`src/rtl/t2c_pkg.sv`:
```
// Package: register map, field positions and reset values for timer 2
package t2c_pkg;

  // ------------------------------------------------------------------
  // Special function register addresses
  // ------------------------------------------------------------------
  localparam logic [7:0] ADDR_TIMER0_LOW_BYTE = 8'h8a;
  localparam logic [7:0] ADDR_TIMER1_LOW_BYTE = 8'h8b;
  localparam logic [7:0] ADDR_TIMER0_HIGH_BYTE = 8'h8c;
  localparam logic [7:0] ADDR_TIMER1_HIGH_BYTE = 8'h8d;
  localparam logic [7:0] ADDR_TIMER2_CONTROL = 8'hc8;
  localparam logic [7:0] ADDR_TIMER2_RELOAD_CAPTURE_LOW = 8'hca;
  localparam logic [7:0] ADDR_TIMER2_RELOAD_CAPTURE_HIGH = 8'hcb;
  localparam logic [7:0] ADDR_TIMER2_COUNT_LOW = 8'hcc;
  localparam logic [7:0] ADDR_TIMER2_COUNT_HIGH = 8'hcd;

  // ------------------------------------------------------------------
  // Control register bit positions
  // ------------------------------------------------------------------
  localparam int BIT_OVERFLOW_FLAG = 7;
  localparam int BIT_EXTERNAL_EVENT_FLAG = 6;
  localparam int BIT_RX_CLOCK_SELECT = 5;
  localparam int BIT_TX_CLOCK_SELECT = 4;
  localparam int BIT_EXTERNAL_TRIGGER_ENABLE = 3;
  localparam int BIT_RUN = 2;
  localparam int BIT_COUNTER_SELECT = 1;
  localparam int BIT_CAPTURE_SELECT = 0;

  // ------------------------------------------------------------------
  // Widths and reset values
  // ------------------------------------------------------------------
  localparam int COUNT_W = 16;
  localparam int BYTE_W = 8;
  localparam int PIN_N = 2;
  localparam int PIN_TRIGGER = 0;
  localparam int PIN_COUNT = 1;
  localparam logic [7:0] RST_BYTE = 8'h00;
  localparam logic [15:0] RST_COUNT = 16'h0000;
  localparam logic [15:0] COUNT_ALL_ONES = 16'hffff;
  localparam logic [15:0] COUNT_ONE = 16'h0001;
  localparam logic [1:0] PIN_IDLE = 2'h3;
  localparam logic [7:0] READ_UNMAPPED = 8'h00;

endpackage : t2c_pkg

```
`src/rtl/t2c_pin_sync.sv`:
```
// Two-stage synchroniser and falling edge detector for the timer 2 pins
`timescale 1ns/1ns
module t2c_pin_sync
  import t2c_pkg::*;
(
  input wire logic clock, // Core clock
  input wire logic rst, // Asynchronous reset, active high
  input wire logic [PIN_N-1:0] pins, // Raw pin levels
  output logic [PIN_N-1:0] fall // One-cycle pulse per falling edge
);

  // ------------------------------------------------------------------
  // State
  // ------------------------------------------------------------------
  typedef struct packed {
    logic [PIN_N-1:0] meta; // First stage, read only by the second
    logic [PIN_N-1:0] sync; // Second stage
    logic [PIN_N-1:0] prev; // Previous synchronised sample
  } t2c_sync_s;

  t2c_sync_s st_r;
  t2c_sync_s st_nxt;

  // Shift the pins through the stages
  always_comb begin
    st_nxt = st_r;
    st_nxt.meta = pins;
    st_nxt.sync = st_r.meta;
    st_nxt.prev = st_r.sync;
  end

  // Idle high so that reset release gives no false edge
  always_ff @(posedge clock or posedge rst) begin
    if (rst) begin
      st_r <= '{meta: PIN_IDLE, sync: PIN_IDLE, prev: PIN_IDLE};
    end else begin
      st_r <= st_nxt;
    end
  end

  // Edge detect on two successive synchronised samples
  for (genvar i = 0; i < PIN_N; i++) begin : g_fall
    assign fall[i] = st_r.prev[i] & ~st_r.sync[i];
  end

endmodule : t2c_pin_sync

```
`src/rtl/t2c_timer2.sv`:
```
// Timer/counter 2 with capture, auto-reload and baud clock, plus timer 0/1 data bytes
`timescale 1ns/1ns
module t2c_timer2
  import t2c_pkg::*;
(
  input wire logic clock, // Core clock, 10 MHz
  input wire logic rst, // Asynchronous reset, active high
  input wire logic [7:0] sfr_addr, // Register address
  input wire logic sfr_wr, // Write strobe, one cycle
  input wire logic [7:0] sfr_wdata, // Write data
  input wire logic sfr_rd, // Read strobe, one cycle
  output logic [7:0] sfr_rdata, // Read data, valid the cycle after the strobe
  input wire logic trigger_input, // External trigger pin
  input wire logic count_input, // External count pin
  input wire logic timer1_overflow, // Timer 1 overflow pulse
  output logic rx_baud_tick, // Serial receive clock pulse
  output logic tx_baud_tick, // Serial transmit clock pulse
  output logic overflow_flag, // Overflow flag level, interrupt request
  output logic external_event_flag, // External flag level, interrupt request
  output logic overflow_pulse // One-cycle pulse per timer 2 overflow
);

  // ------------------------------------------------------------------
  // State
  // ------------------------------------------------------------------
  typedef struct packed {
    logic [7:0] timer0_low_byte;
    logic [7:0] timer0_high_byte;
    logic [7:0] timer1_low_byte;
    logic [7:0] timer1_high_byte;
    logic [7:0] timer2_control;
    logic [7:0] reload_low;
    logic [7:0] reload_high;
    logic [15:0] count;
    logic [7:0] rdata;
    logic rx_tick;
    logic tx_tick;
    logic ovf_pulse;
  } t2c_state_s;

  t2c_state_s st_r;
  t2c_state_s st_nxt;
  logic [PIN_N-1:0] pin_fall;

  // ------------------------------------------------------------------
  // Pin synchroniser
  // ------------------------------------------------------------------
  t2c_pin_sync t2c_pin_sync_inst (
    .clock(clock),
    .rst(rst),
    .pins({count_input, trigger_input}),
    .fall(pin_fall)
  );

  // ------------------------------------------------------------------
  // Decoded control fields and events
  // ------------------------------------------------------------------
  logic rx_sel;
  logic tx_sel;
  logic baud_mode;
  logic trig_en;
  logic run;
  logic cnt_sel;
  logic cap_sel;
  logic count_en;
  logic ovf;
  logic trig_edge;
  logic do_capture;
  logic do_reload;
  logic ext_set;
  logic ovf_set;
  logic [15:0] reload_val;

  assign rx_sel = st_r.timer2_control[BIT_RX_CLOCK_SELECT];
  assign tx_sel = st_r.timer2_control[BIT_TX_CLOCK_SELECT];
  assign baud_mode = rx_sel | tx_sel;
  assign trig_en = st_r.timer2_control[BIT_EXTERNAL_TRIGGER_ENABLE];
  assign run = st_r.timer2_control[BIT_RUN];
  assign cnt_sel = st_r.timer2_control[BIT_COUNTER_SELECT];
  assign cap_sel = st_r.timer2_control[BIT_CAPTURE_SELECT];
  assign reload_val = {st_r.reload_high, st_r.reload_low};

  // Counting source and run gate
  assign count_en = run & (cnt_sel ? pin_fall[PIN_COUNT] : 1'b1);
  // Overflow on the step from all ones to zero
  assign ovf = count_en & (st_r.count == COUNT_ALL_ONES);
  // Trigger edges act only when enabled
  assign trig_edge = trig_en & pin_fall[PIN_TRIGGER];
  // Capture only outside baud mode
  assign do_capture = trig_edge & cap_sel & ~baud_mode;
  // Reload on overflow unless capturing; trigger reload outside baud mode
  assign do_reload = (ovf & (~cap_sel | baud_mode))
                   | (trig_edge & ~cap_sel & ~baud_mode);
  // External flag also sets in baud mode, where the edge does nothing else
  assign ext_set = trig_edge;
  // Overflow flag is suppressed in baud mode
  assign ovf_set = ovf & ~baud_mode;

  // ------------------------------------------------------------------
  // Next-state logic
  // ------------------------------------------------------------------
  always_comb begin
    st_nxt = st_r;
    st_nxt.ovf_pulse = ovf;
    // Serial clock routing
    st_nxt.rx_tick = rx_sel ? ovf : timer1_overflow;
    st_nxt.tx_tick = tx_sel ? ovf : timer1_overflow;
    // Count advance, reload or capture
    if (do_reload) begin
      st_nxt.count = reload_val;
    end else if (count_en) begin
      st_nxt.count = st_r.count + COUNT_ONE;
    end
    if (do_capture) begin
      st_nxt.reload_low = st_r.count[BYTE_W-1:0];
      st_nxt.reload_high = st_r.count[COUNT_W-1:BYTE_W];
    end
    // Software writes win over hardware updates of data bytes
    if (sfr_wr) begin
      case (sfr_addr)
        ADDR_TIMER0_LOW_BYTE: begin
          st_nxt.timer0_low_byte = sfr_wdata;
        end
        ADDR_TIMER0_HIGH_BYTE: begin
          st_nxt.timer0_high_byte = sfr_wdata;
        end
        ADDR_TIMER1_LOW_BYTE: begin
          st_nxt.timer1_low_byte = sfr_wdata;
        end
        ADDR_TIMER1_HIGH_BYTE: begin
          st_nxt.timer1_high_byte = sfr_wdata;
        end
        ADDR_TIMER2_CONTROL: begin
          st_nxt.timer2_control = sfr_wdata;
        end
        ADDR_TIMER2_RELOAD_CAPTURE_LOW: begin
          st_nxt.reload_low = sfr_wdata;
        end
        ADDR_TIMER2_RELOAD_CAPTURE_HIGH: begin
          st_nxt.reload_high = sfr_wdata;
        end
        ADDR_TIMER2_COUNT_LOW: begin
          st_nxt.count[BYTE_W-1:0] = sfr_wdata;
        end
        ADDR_TIMER2_COUNT_HIGH: begin
          st_nxt.count[COUNT_W-1:BYTE_W] = sfr_wdata;
        end
        default: begin
          st_nxt.timer2_control = st_r.timer2_control;
        end
      endcase
    end
    // Hardware set wins over a software clear in the same cycle
    if (ovf_set) begin
      st_nxt.timer2_control[BIT_OVERFLOW_FLAG] = 1'b1;
    end
    if (ext_set) begin
      st_nxt.timer2_control[BIT_EXTERNAL_EVENT_FLAG] = 1'b1;
    end
    // Read data, registered
    if (sfr_rd) begin
      case (sfr_addr)
        ADDR_TIMER0_LOW_BYTE: st_nxt.rdata = st_r.timer0_low_byte;
        ADDR_TIMER0_HIGH_BYTE: st_nxt.rdata = st_r.timer0_high_byte;
        ADDR_TIMER1_LOW_BYTE: st_nxt.rdata = st_r.timer1_low_byte;
        ADDR_TIMER1_HIGH_BYTE: st_nxt.rdata = st_r.timer1_high_byte;
        ADDR_TIMER2_CONTROL: st_nxt.rdata = st_r.timer2_control;
        ADDR_TIMER2_RELOAD_CAPTURE_LOW: st_nxt.rdata = st_r.reload_low;
        ADDR_TIMER2_RELOAD_CAPTURE_HIGH: st_nxt.rdata = st_r.reload_high;
        ADDR_TIMER2_COUNT_LOW: st_nxt.rdata = st_r.count[BYTE_W-1:0];
        ADDR_TIMER2_COUNT_HIGH: st_nxt.rdata = st_r.count[COUNT_W-1:BYTE_W];
        default: st_nxt.rdata = READ_UNMAPPED;
      endcase
    end
  end

  // ------------------------------------------------------------------
  // State register
  // ------------------------------------------------------------------
  always_ff @(posedge clock or posedge rst) begin
    if (rst) begin
      st_r <= '{timer0_low_byte: RST_BYTE, timer0_high_byte: RST_BYTE,
                timer1_low_byte: RST_BYTE, timer1_high_byte: RST_BYTE,
                timer2_control: RST_BYTE, reload_low: RST_BYTE,
                reload_high: RST_BYTE, count: RST_COUNT, rdata: RST_BYTE,
                rx_tick: 1'b0, tx_tick: 1'b0,
                ovf_pulse: 1'b0};
    end else begin
      st_r <= st_nxt;
    end
  end

  // Outputs straight from flip-flops
  assign sfr_rdata = st_r.rdata;
  assign rx_baud_tick = st_r.rx_tick;
  assign tx_baud_tick = st_r.tx_tick;
  assign overflow_flag = st_r.timer2_control[BIT_OVERFLOW_FLAG];
  assign external_event_flag = st_r.timer2_control[BIT_EXTERNAL_EVENT_FLAG];
  assign overflow_pulse = st_r.ovf_pulse;

  logic wr_ctrl;
  assign wr_ctrl = sfr_wr & (sfr_addr == ADDR_TIMER2_CONTROL);
endmodule : t2c_timer2

```
`config.mk`:
```
export PLATFORM = sky130hd
export DESIGN_NAME = t2c_timer2
export DESIGN_NICKNAME = d
export VERILOG_FILES = /design/src/rtl/t2c_pkg.sv /design/src/rtl/t2c_pin_sync.sv /design/src/rtl/t2c_timer2.sv
export SDC_FILE = /design/constraint.sdc
export NUM_CORES = 1
export LEC_CHECK = 0
export BUFFER_PORTS_ARGS = -buffer_cell sky130_fd_sc_hd__buf_4
export CAP_MARGIN = 0
export CORE_UTILIZATION = 55
export DETAILED_ROUTE_END_ITERATION = 16
export PLACE_DENSITY_LB_ADDON = 0.15
export SLEW_MARGIN = 20
export SYNTH_ARGS = -nofsm -noshare
export SYNTH_HDL_FRONTEND = slang
export SYNTH_SLANG_ARGS = --single-unit
```
`constraint.sdc`:
```
create_clock -name clock -period 2.7 [get_ports clock]
set_input_delay 0.405 -clock clock [delete_from_list [all_inputs] [get_ports clock]]
set_output_delay 0.405 -clock clock [all_outputs]
set_load 0.03 [all_outputs]
```
After elaboration in Yosys (flattened, before gate mapping)
Cells that the tools add are included.
{ "totals": {"word_cells": 72, "ram_bits": 0, "n_memories": 0, "romBits": 0, "ff_bits": 89, "inputBits": 23, "output_inout_bits": 13, "latch_bits": 0} }
{ "classes": {"n_div": 0, "bitwise_logic": 18, "multipliers": 0, "add_sub_neg": 1, "magnitude_cmp": 0, "eq_ne": 10, "muxes": 15, "shift": 0, "n_reduce_logical": 11} }
{ "ops": {"columns": ["cell", "count"], "rows": [
  ["== test 8 bit, second input constant", 9],
  ["one-hot mux 8 bit (9 select lines)", 1],
  ["2-to-1 mux 16 bit", 3],
  ["2-to-1 mux 40 bit", 1],
  ["2-to-1 mux 8 bit", 5],
  ["adder 16 x 1 -> 16 bit, second input constant", 1],
  ["== test 16 bit, second input constant", 1],
  ["AND reduction 2 bit", 7],
  ["bitwise AND 1 bit", 11],
  ["nonzero test 2 bit", 4],
  ["2-to-1 mux 1 bit", 5],
  ["inverter 1 bit", 4],
  ["bitwise OR 1 bit", 3]
]} }

Depth between registers and ports, before layout
Gate-level depths: netlist (run 1).
{ "logic_depth": {"ltp_word": 11, "mapped_depth": 8, "depth_no_buf": 6} }

Cells and area by module
A second synthesis (run 1) with hierarchy kept.
{ "hier_totals": {"cells_unflattened": 480, "area_unflattened_um2": 5062.4} }
{ "by_module_without_submodules": {"columns": ["module", "n_inst", "seq_area_each_um2", "area_per_inst_um2", "cells_per_inst"], "rows": [
  ["t2c_timer2", 1, 2077.0, 4873.4, 471],
  ["t2c_pin_sync", 1, 157.7, 188.9, 9]
]} }

Worst setup path after synthesis (run 1)
No wires, ideal clock.
{ "synth_timing": {"path_type": "register to register", "from": "register st_r[11] (netlist bit)", "to": "register st_r[19] (netlist bit)", "required_time_ns": 2.570, "path_buffers": 1, "path_slack_ns": 0.917, "arrival_time_ns": 1.653, "setup_time_ns": 0.130, "path_stages_with_launch": 8, "period_less_slack_ns": 1.783, "cell_sequence": "dfrtp_1 > ha_1 > nand4_2 > a21oi_1 > a31oi_2 > buf_6 > nor4_1 > a21oi_1"} }
{ "synth_lines": {"columns": ["item", "line_no", "source"], "rows": [
  ["from (decl)", "t2c_timer2.sv:41", "t2c_state_s st_r;"],
  ["from (signal assigned)", "t2c_timer2.sv:182", "st_r <= '{timer0_low_byte: RST_BYTE, timer0_high_byte: RST_BYTE,"],
  ["from (signal assigned)", "t2c_timer2.sv:189", "st_r <= st_nxt;"]
]} }

==> results of run 1 <==
[synthesized netlist by cell type (3+ instances only)]
cell	count
a211oi_1	4
a21oi_1	34
a221o_1	3
a221oi_1	3
a22o_1	5
a22oi_1	10
a31o_2	3
a32o_1	4
a32oi_1	3
and3_1	3
and4_1	3
buf_1	6
buf_2	13
buf_4	16
buf_6	4
clkbuf_1	5
dfrtp_1	83
dfstp_2	6
inv_1	6
mux2_1	6
mux2_2	32
mux2i_1	20
nand2_1	40
nand2b_1	3
nand3_1	11
nand3_2	3
nand3b_1	4
nand4_1	6
nand4_2	3
nor2_1	24
nor2b_1	8
nor3_1	4
o21ai_0	14
o21ai_1	10
o2bb2ai_1	8
o31ai_1	12
xnor2_1	4
xor2_1	7
[worst min path at each step]
stage | endpoint | cells past startpoint | start
5_1_grt | overflow_pulse$_DFF_PP0_ | 2 | rst
3_5_place_dp | t2c_pin_sync_inst.st_nxt[1]$_DFF_PP1_ | 0 | t2c_pin_sync_inst.st_nxt[3]$_DFF_PP1_
3_3_place_gp | t2c_pin_sync_inst.st_nxt[1]$_DFF_PP1_ | 0 | t2c_pin_sync_inst.st_nxt[3]$_DFF_PP1_
4_1_cts | overflow_pulse$_DFF_PP0_ | 2 | rst
2_1_floorplan | t2c_pin_sync_inst.st_nxt[0]$_DFF_PP1_ | 0 | t2c_pin_sync_inst.st_nxt[2]$_DFF_PP1_
6_report | overflow_pulse$_DFF_PP0_ | 2 | rst
[logic make-up after synthesis]
| group | Yosys count | synth area share |
|---|---|---|
| xor gates and xnor gates | 11 | 0.01922 |
| and+or+nand+nor | 132 | 0.1577 |
| buffers and inverters | 51 | 0.05964 |
| AOI/OAI and AO/OA | 135 | 0.1899 |
| DFF | 89 | 0.4457 |
| muxes | 58 | 0.1253 |
| adders and majority gates | 1 | 0.002495 |
[stage by stage]
step           hold WS, ns  cell area, sq um  utilization
5_1_grt            0.07660              5418       0.6182
4_1_cts            0.06171              5418       0.6182
3_5_place_dp        0.3476              5209       0.5944
6_report           0.06314              5418       0.6182
3_3_place_gp        0.3462              5209       0.5944
2_1_floorplan       0.3452              5017            -
[power by group through the flow]
stage	registers, uW	logic [uW]	clock network (uW)
after detailed placement	1710	446	0
after CTS	1680	447	987
after global placement	1700	433	0
final	1690	451	974
after global routing	1700	497	1040
after floorplan	1590	374	0
[worst max-delay path, stage by stage (launching register included)]
cell	delay (ns)
dfrtp_1	0.52
ha_1	0.26
nand4_2	0.20
a21oi_1	0.33
a31oi_2	0.37
o41ai_1	0.47
a21oi_1	0.07
[sequential cells by signal, indices dropped and copies added (netlist names)]
signal,flops
t2c_pin_sync_inst.st_r,2
reload_val,16
overflow_pulse,1
sfr_rdata,8
t2c_pin_sync_inst.st_nxt,4
overflow_flag,1
run,1
cap_sel,1
cnt_sel,1
external_event_flag,1
st_r,50
tx_baud_tick,1
rx_sel,1
rx_baud_tick,1
[area by class of cell]
| type | count | area (sq um) |
|---|---|---|
| clock buffer | 9 | 123.9 |
| clock inverter | 7 | 85.08 |
| fill | 753 | 3346 |
| inverter | 6 | 26.28 |
| multi-input combinational | 337 | 2480 |
| sequential | 89 | 2235 |
| tap | 108 | 135.1 |
| timing repair buffer | 41 | 332.8 |
[per-layer routing]
layer,part of all wire,wire length [um],up-vias,track usage
met4,0.028,399,0,0.1086
met3,0.074,1038,46,0.04460
li1,-,-,1785,-
met5,0,0,-,0
met2,0.45,6350,223,0.4750
met1,0.44,6225,2039,0.4572
==> flow_summary.toml, run 1 <==
[setup_path]
start_kind = "flip-flop"
r2r.worst_path.cells = 6
worstPathArrival_ns = 2.58
crit_path_end_kind = "flip-flop"
endpoint = "st_r[25]$_DFF_PP0_"
startpoint = "st_r[12]$_DFF_PP0_"
cp_max_fo = 15
worstSetupPathType = "flip-flop to flip-flop"
rr_endpoint = "st_r[25]$_DFF_PP0_"
cp.required_ns = 2.95
r2r_slack_ns = 0.37
rr_startpoint = "st_r[12]$_DFF_PP0_"

[power]
p_int_uw = 2110
p_switching_uw = 1006
seqPwrFrac = 0.543
powerDensity_mw_per_mm2 = 575.2
p_leak_uw = 0.002221
p_sw_frac = 0.3229
clkPwrFrac = 0.313
finalPower_uw = 3116
p_comb_frac = 0.145
ir_drop_mv = 0.2651

[sta]
worstMarginPinSlew_ns = 1.096
fin_skew_ns = 0.01243
fin_crit_sh = 0.8636
timing.final.ws_setup_ns = 0.3683
max_freq_ghz = 0.4289
slew_headroom = 0.2577
final.min_clock_period_ns = 2.332
drv_slew = 0
rsz0062_at_grt = "false"
fin_setup_tns_ns = 0
setup_viol = 0
hold_viol = 0

[clock_network]
post_cts_resized = 0
clkLatencyLatePin_ns = 0.37
clk_pin_slew_ns = 0.10
numCtsBuffers = 9
cts_sinks = 89
clock_path_buffers = 2
cts-root-buf = "clkbuf_8"
cts_setup_buffers = 0
hold_buffers = 0
h-tree-depth = 3
cts_tree = "yes"

[cells_and_area]
antennaDiodeCount = 0
nets = 508
stdcell_count = 597
mostFrequentLayoutCell = "dfrtp_1"
drive_above_1_share = 0.2495
synthToLayoutAreaGrowth_pct = 8.061
final_cell_mix = "83 x dfrtp_1, 40 x nand2_1, 39 x buf_4, 34 x a21oi_1, 32 x mux2_2"

[yosys]
yosys.area.top_type = "dfrtp_1"
syn-num-nets = 501
ys_warn_count = 0
yosys-top-cells-area = "dfrtp_1 41%, mux2_2 7.2%, mux2i_1 4.0%, a21oi_1 3.4%, dfstp_2 3.1%"
synth_top_cell_area_share = 0.4143
synth-edff-count = 0
ys.flop_type = "dfrtp_1"
yosysUniqueCellTypes = 76
avgSynthCellArea_sq_um = 10.51
ys_seq_area_frac = 0.4457
syn_area_sq_mm = 0.005014
ys_seq_elements = 89
syn_inst = 477
async_flop_share = 1.000

[detailed_routing]
num_vias = 4093
viasPerCell = 6.856
drc = 0
drtIter0Drc = 380
antenna_left = 0
wire_per_inst_um = 23.47
dr.pass1.iters = 5
wl_um = 14010

[global_routing]
grt_pass1_vias = 3974
track_usage = 0.3118
grt_start_max_net_pins = 47
grt_overflow = 0
antenna_found_initial = 0
grt_first_pass_wirelength_um = 22550

[placement]
dp.cells = 581
routabilityCongestion = 0.9619
hpwlAfterDp_um = 9915
io_buffers = 35
dp_slack_ns = 0.4684

[job]
maxCapViolCount = 0

[worst_hold_path]
worstHoldPathType = "input pin to async pin"

[die]
die_h_um = 97.48
io_pins = 36
chipWidth_um = 97.48
start_util = 0.5721
std_cell_rows = 34
dieArea_sq_mm = 0.009501
coreArea_sq_mm = 0.008763

[run_status]
outcome = "complete, no violations"
No activity file was read; power rests on OpenSTA's default activity.
==> run 2: changes to the inputs <==
--- a/config.mk
+++ b/config.mk
@@ -7,7 +7,9 @@
 export LEC_CHECK = 0
 export BUFFER_PORTS_ARGS = -buffer_cell sky130_fd_sc_hd__buf_4
 export CAP_MARGIN = 0
-export CORE_UTILIZATION = 55
+export CELL_PAD_IN_SITES_DETAIL_PLACEMENT = 0
+export CELL_PAD_IN_SITES_GLOBAL_PLACEMENT = 1
+export CORE_UTILIZATION = 44
 export DETAILED_ROUTE_END_ITERATION = 16
 export PLACE_DENSITY_LB_ADDON = 0.15
 export SLEW_MARGIN = 20
==> run 2 against run 1 <==
Against the previous run: hold slack improved by 0.096 ns; final area rose by 2.6%; global-route usage fell by 3.4 points; flip-flop and latch count did not move; non-clock buffer count rose by 3; critical path depth fell by 1; total power rose by 11%; maximum frequency rose by 6.9%; routed wire length rose by 7.2%; largest cell class unchanged.
==> flow_summary.toml, run 2 (synthesized netlist as in run 1, its figures left out) <==
[run_status]
outcome = "complete, no violations"

[clock_network]
post_cts_resized = 0
cts_sinks = 89
cts_tree = "yes"
cts_setup_buffers = 0
clock_path_buffers = 2
numCtsBuffers = 9
cts-root-buf = "clkbuf_16"
clkLatencyLatePin_ns = 0.35
h-tree-depth = 3
hold_buffers = 0
clk_pin_slew_ns = 0.06

[setup_path]
cp.required_ns = 2.96
worstPathArrival_ns = 2.44
crit_path_end_kind = "flip-flop"
rr_endpoint = "st_r[21]$_DFF_PP0_"
worstSetupPathType = "flip-flop to flip-flop"
start_kind = "flip-flop"
r2r.worst_path.cells = 5
cp_max_fo = 15
r2r_slack_ns = 0.52
rr_startpoint = "t2c_pin_sync_inst.st_nxt[1]$_DFF_PP1_"
startpoint = "t2c_pin_sync_inst.st_nxt[1]$_DFF_PP1_"
endpoint = "st_r[21]$_DFF_PP0_"

[worst_hold_path]
worstHoldPathType = "input pin to flip-flop"
worstHoldPathCells = 1

[placement]
routabilityCongestion = 0.9359
hpwlAfterDp_um = 10480
io_buffers = 35
dp_slack_ns = 0.5332

[cells_and_area]
mostFrequentLayoutCell = "dfrtp_1"
final_cell_mix = "83 x dfrtp_1, 43 x buf_4, 40 x nand2_1, 34 x a21oi_1, 32 x mux2_2"
fillers = 1023
largest-register = "st_r"
drive_above_1_share = 0.2520
nets = 511
antennaDiodeCount = 0
largest_register_ffs = 50
synthToLayoutAreaGrowth_pct = 10.83

[sta]
fin_crit_sh = 0.8079
hold_viol = 0
fin_setup_tns_ns = 0
worstMarginPinSlew_ns = 0.7462
setup_viol = 0
timing.final.ws_setup_ns = 0.5188
drv_slew = 0
rsz0062_at_grt = "false"
fin_skew_ns = 0.006630
final.min_clock_period_ns = 2.181
max_freq_ghz = 0.4585
slew_headroom = 0.5010

[global_routing]
grt_overflow = 0
track_usage = 0.2777
grtUsageMet1 = 0.3992
grt_use_met3 = 0.05738
antenna_found_initial = 0
use_met2 = 0.4046
grt_first_pass_wirelength_um = 23600
grt_pass1_vias = 3874
grt_start_max_net_pins = 90
top_usage_layer = "met2"

[detailed_routing]
antenna_left = 0
wire_per_inst_um = 23.77
wl_um = 15020
dr.pass1.iters = 5
num_vias = 3939
drc = 0
drtIter0Drc = 339
viasPerCell = 6.233

[power]
p_switching_uw = 1050
p_comb_frac = 0.142
p_int_uw = 2397
clkPwrFrac = 0.374
powerDensity_mw_per_mm2 = 620.4
ir_drop_mv = 0.3979
seqPwrFrac = 0.484
p_leak_uw = 0.002269
finalPower_uw = 3447
p_sw_frac = 0.3047

[die]
io_pins = 36
std_cell_rows = 38
start_util = 0.4565
chipWidth_um = 108.7
die_h_um = 108.7
dieArea_sq_mm = 0.01183
coreArea_sq_mm = 0.01098

[job]
maxCapViolCount = 0
## run 2: changes by cell type in the layout (fill, tap and decap cells not counted), moves of 2 or more
| cell | change |
|---|---|
| clkbuf_16 | +9 |
| buf_4 | +4 |
| inv_6 | -2 |
| clkbuf_8 | -9 |
## run 2: through the flow
| stage | area, sq um | cells | hold WS [ns] | util |
|---|---|---|---|---|
| after detailed placement | 5259 | 616 | 0.3484 | 0.4788 |
| after floorplan | 5017 | 477 | 0.3452 | - |
| after CTS | 5557 | 632 | 0.1524 | 0.5059 |
| final | 5557 | 632 | 0.1590 | 0.5059 |
| after global placement | 5259 | 616 | 0.3463 | 0.4788 |
| after global routing | 5557 | 632 | 0.1489 | 0.5059 |
## run 2: cell type report
class | instances | area, sq um | area share
Clock buffer | 10 | 229.0 | 0.04121
Clock inverter | 6 | 68.82 | 0.01238
Inverter | 6 | 26.28 | 0.004729
Multi-Input combinational cell | 337 | 2480 | 0.4463
Sequential cell | 89 | 2235 | 0.4022
Tap cell | 140 | 175.2 | 0.03152
Timing Repair Buffer | 44 | 342.8 | 0.06170
## run 2: how the worst min path moves through the flow
| stage | startpoint | to | slack [ns] |
|---|---|---|---|
| final | trigger_input | t2c_pin_sync_inst.st_nxt[2]$_DFF_PP1_ | 0.16 |
| after global routing | trigger_input | t2c_pin_sync_inst.st_nxt[2]$_DFF_PP1_ | 0.15 |
| after CTS | count_input | t2c_pin_sync_inst.st_nxt[3]$_DFF_PP1_ | 0.15 |
| after detailed placement | t2c_pin_sync_inst.st_nxt[3]$_DFF_PP1_ | t2c_pin_sync_inst.st_nxt[1]$_DFF_PP1_ | 0.35 |
| after global placement | t2c_pin_sync_inst.st_nxt[3]$_DFF_PP1_ | t2c_pin_sync_inst.st_nxt[1]$_DFF_PP1_ | 0.35 |
| after floorplan | t2c_pin_sync_inst.st_nxt[2]$_DFF_PP1_ | t2c_pin_sync_inst.st_nxt[0]$_DFF_PP1_ | 0.35 |
## run 2: routing by layer
| metal | vias to the layer above | share of wire |
|---|---|---|
| li1 | 1793 | - |
| met1 | 1975 | 0.47 |
| met2 | 148 | 0.44 |
| met3 | 23 | 0.061 |
| met4 | 0 | 0.025 |
| met5 | - | 0 |
## run 2: power groups by stage
stage               Clock, uW  Sequential [uW]  Combinational, uW
floorplan                   0             1590                374
global placement            0             1690                477
detailed placement          0             1690                483
CTS                      1310             1660                485
global route             1360             1680                537
finish                   1290             1670                488
## run 2: critical path: stages, from the launching register on
cell,delay (ns)
dfstp_2,0.54
nand2b_1,0.32
a21oi_1,0.20
a31oi_2,0.68
nor3_1,0.11
o31ai_1,0.23
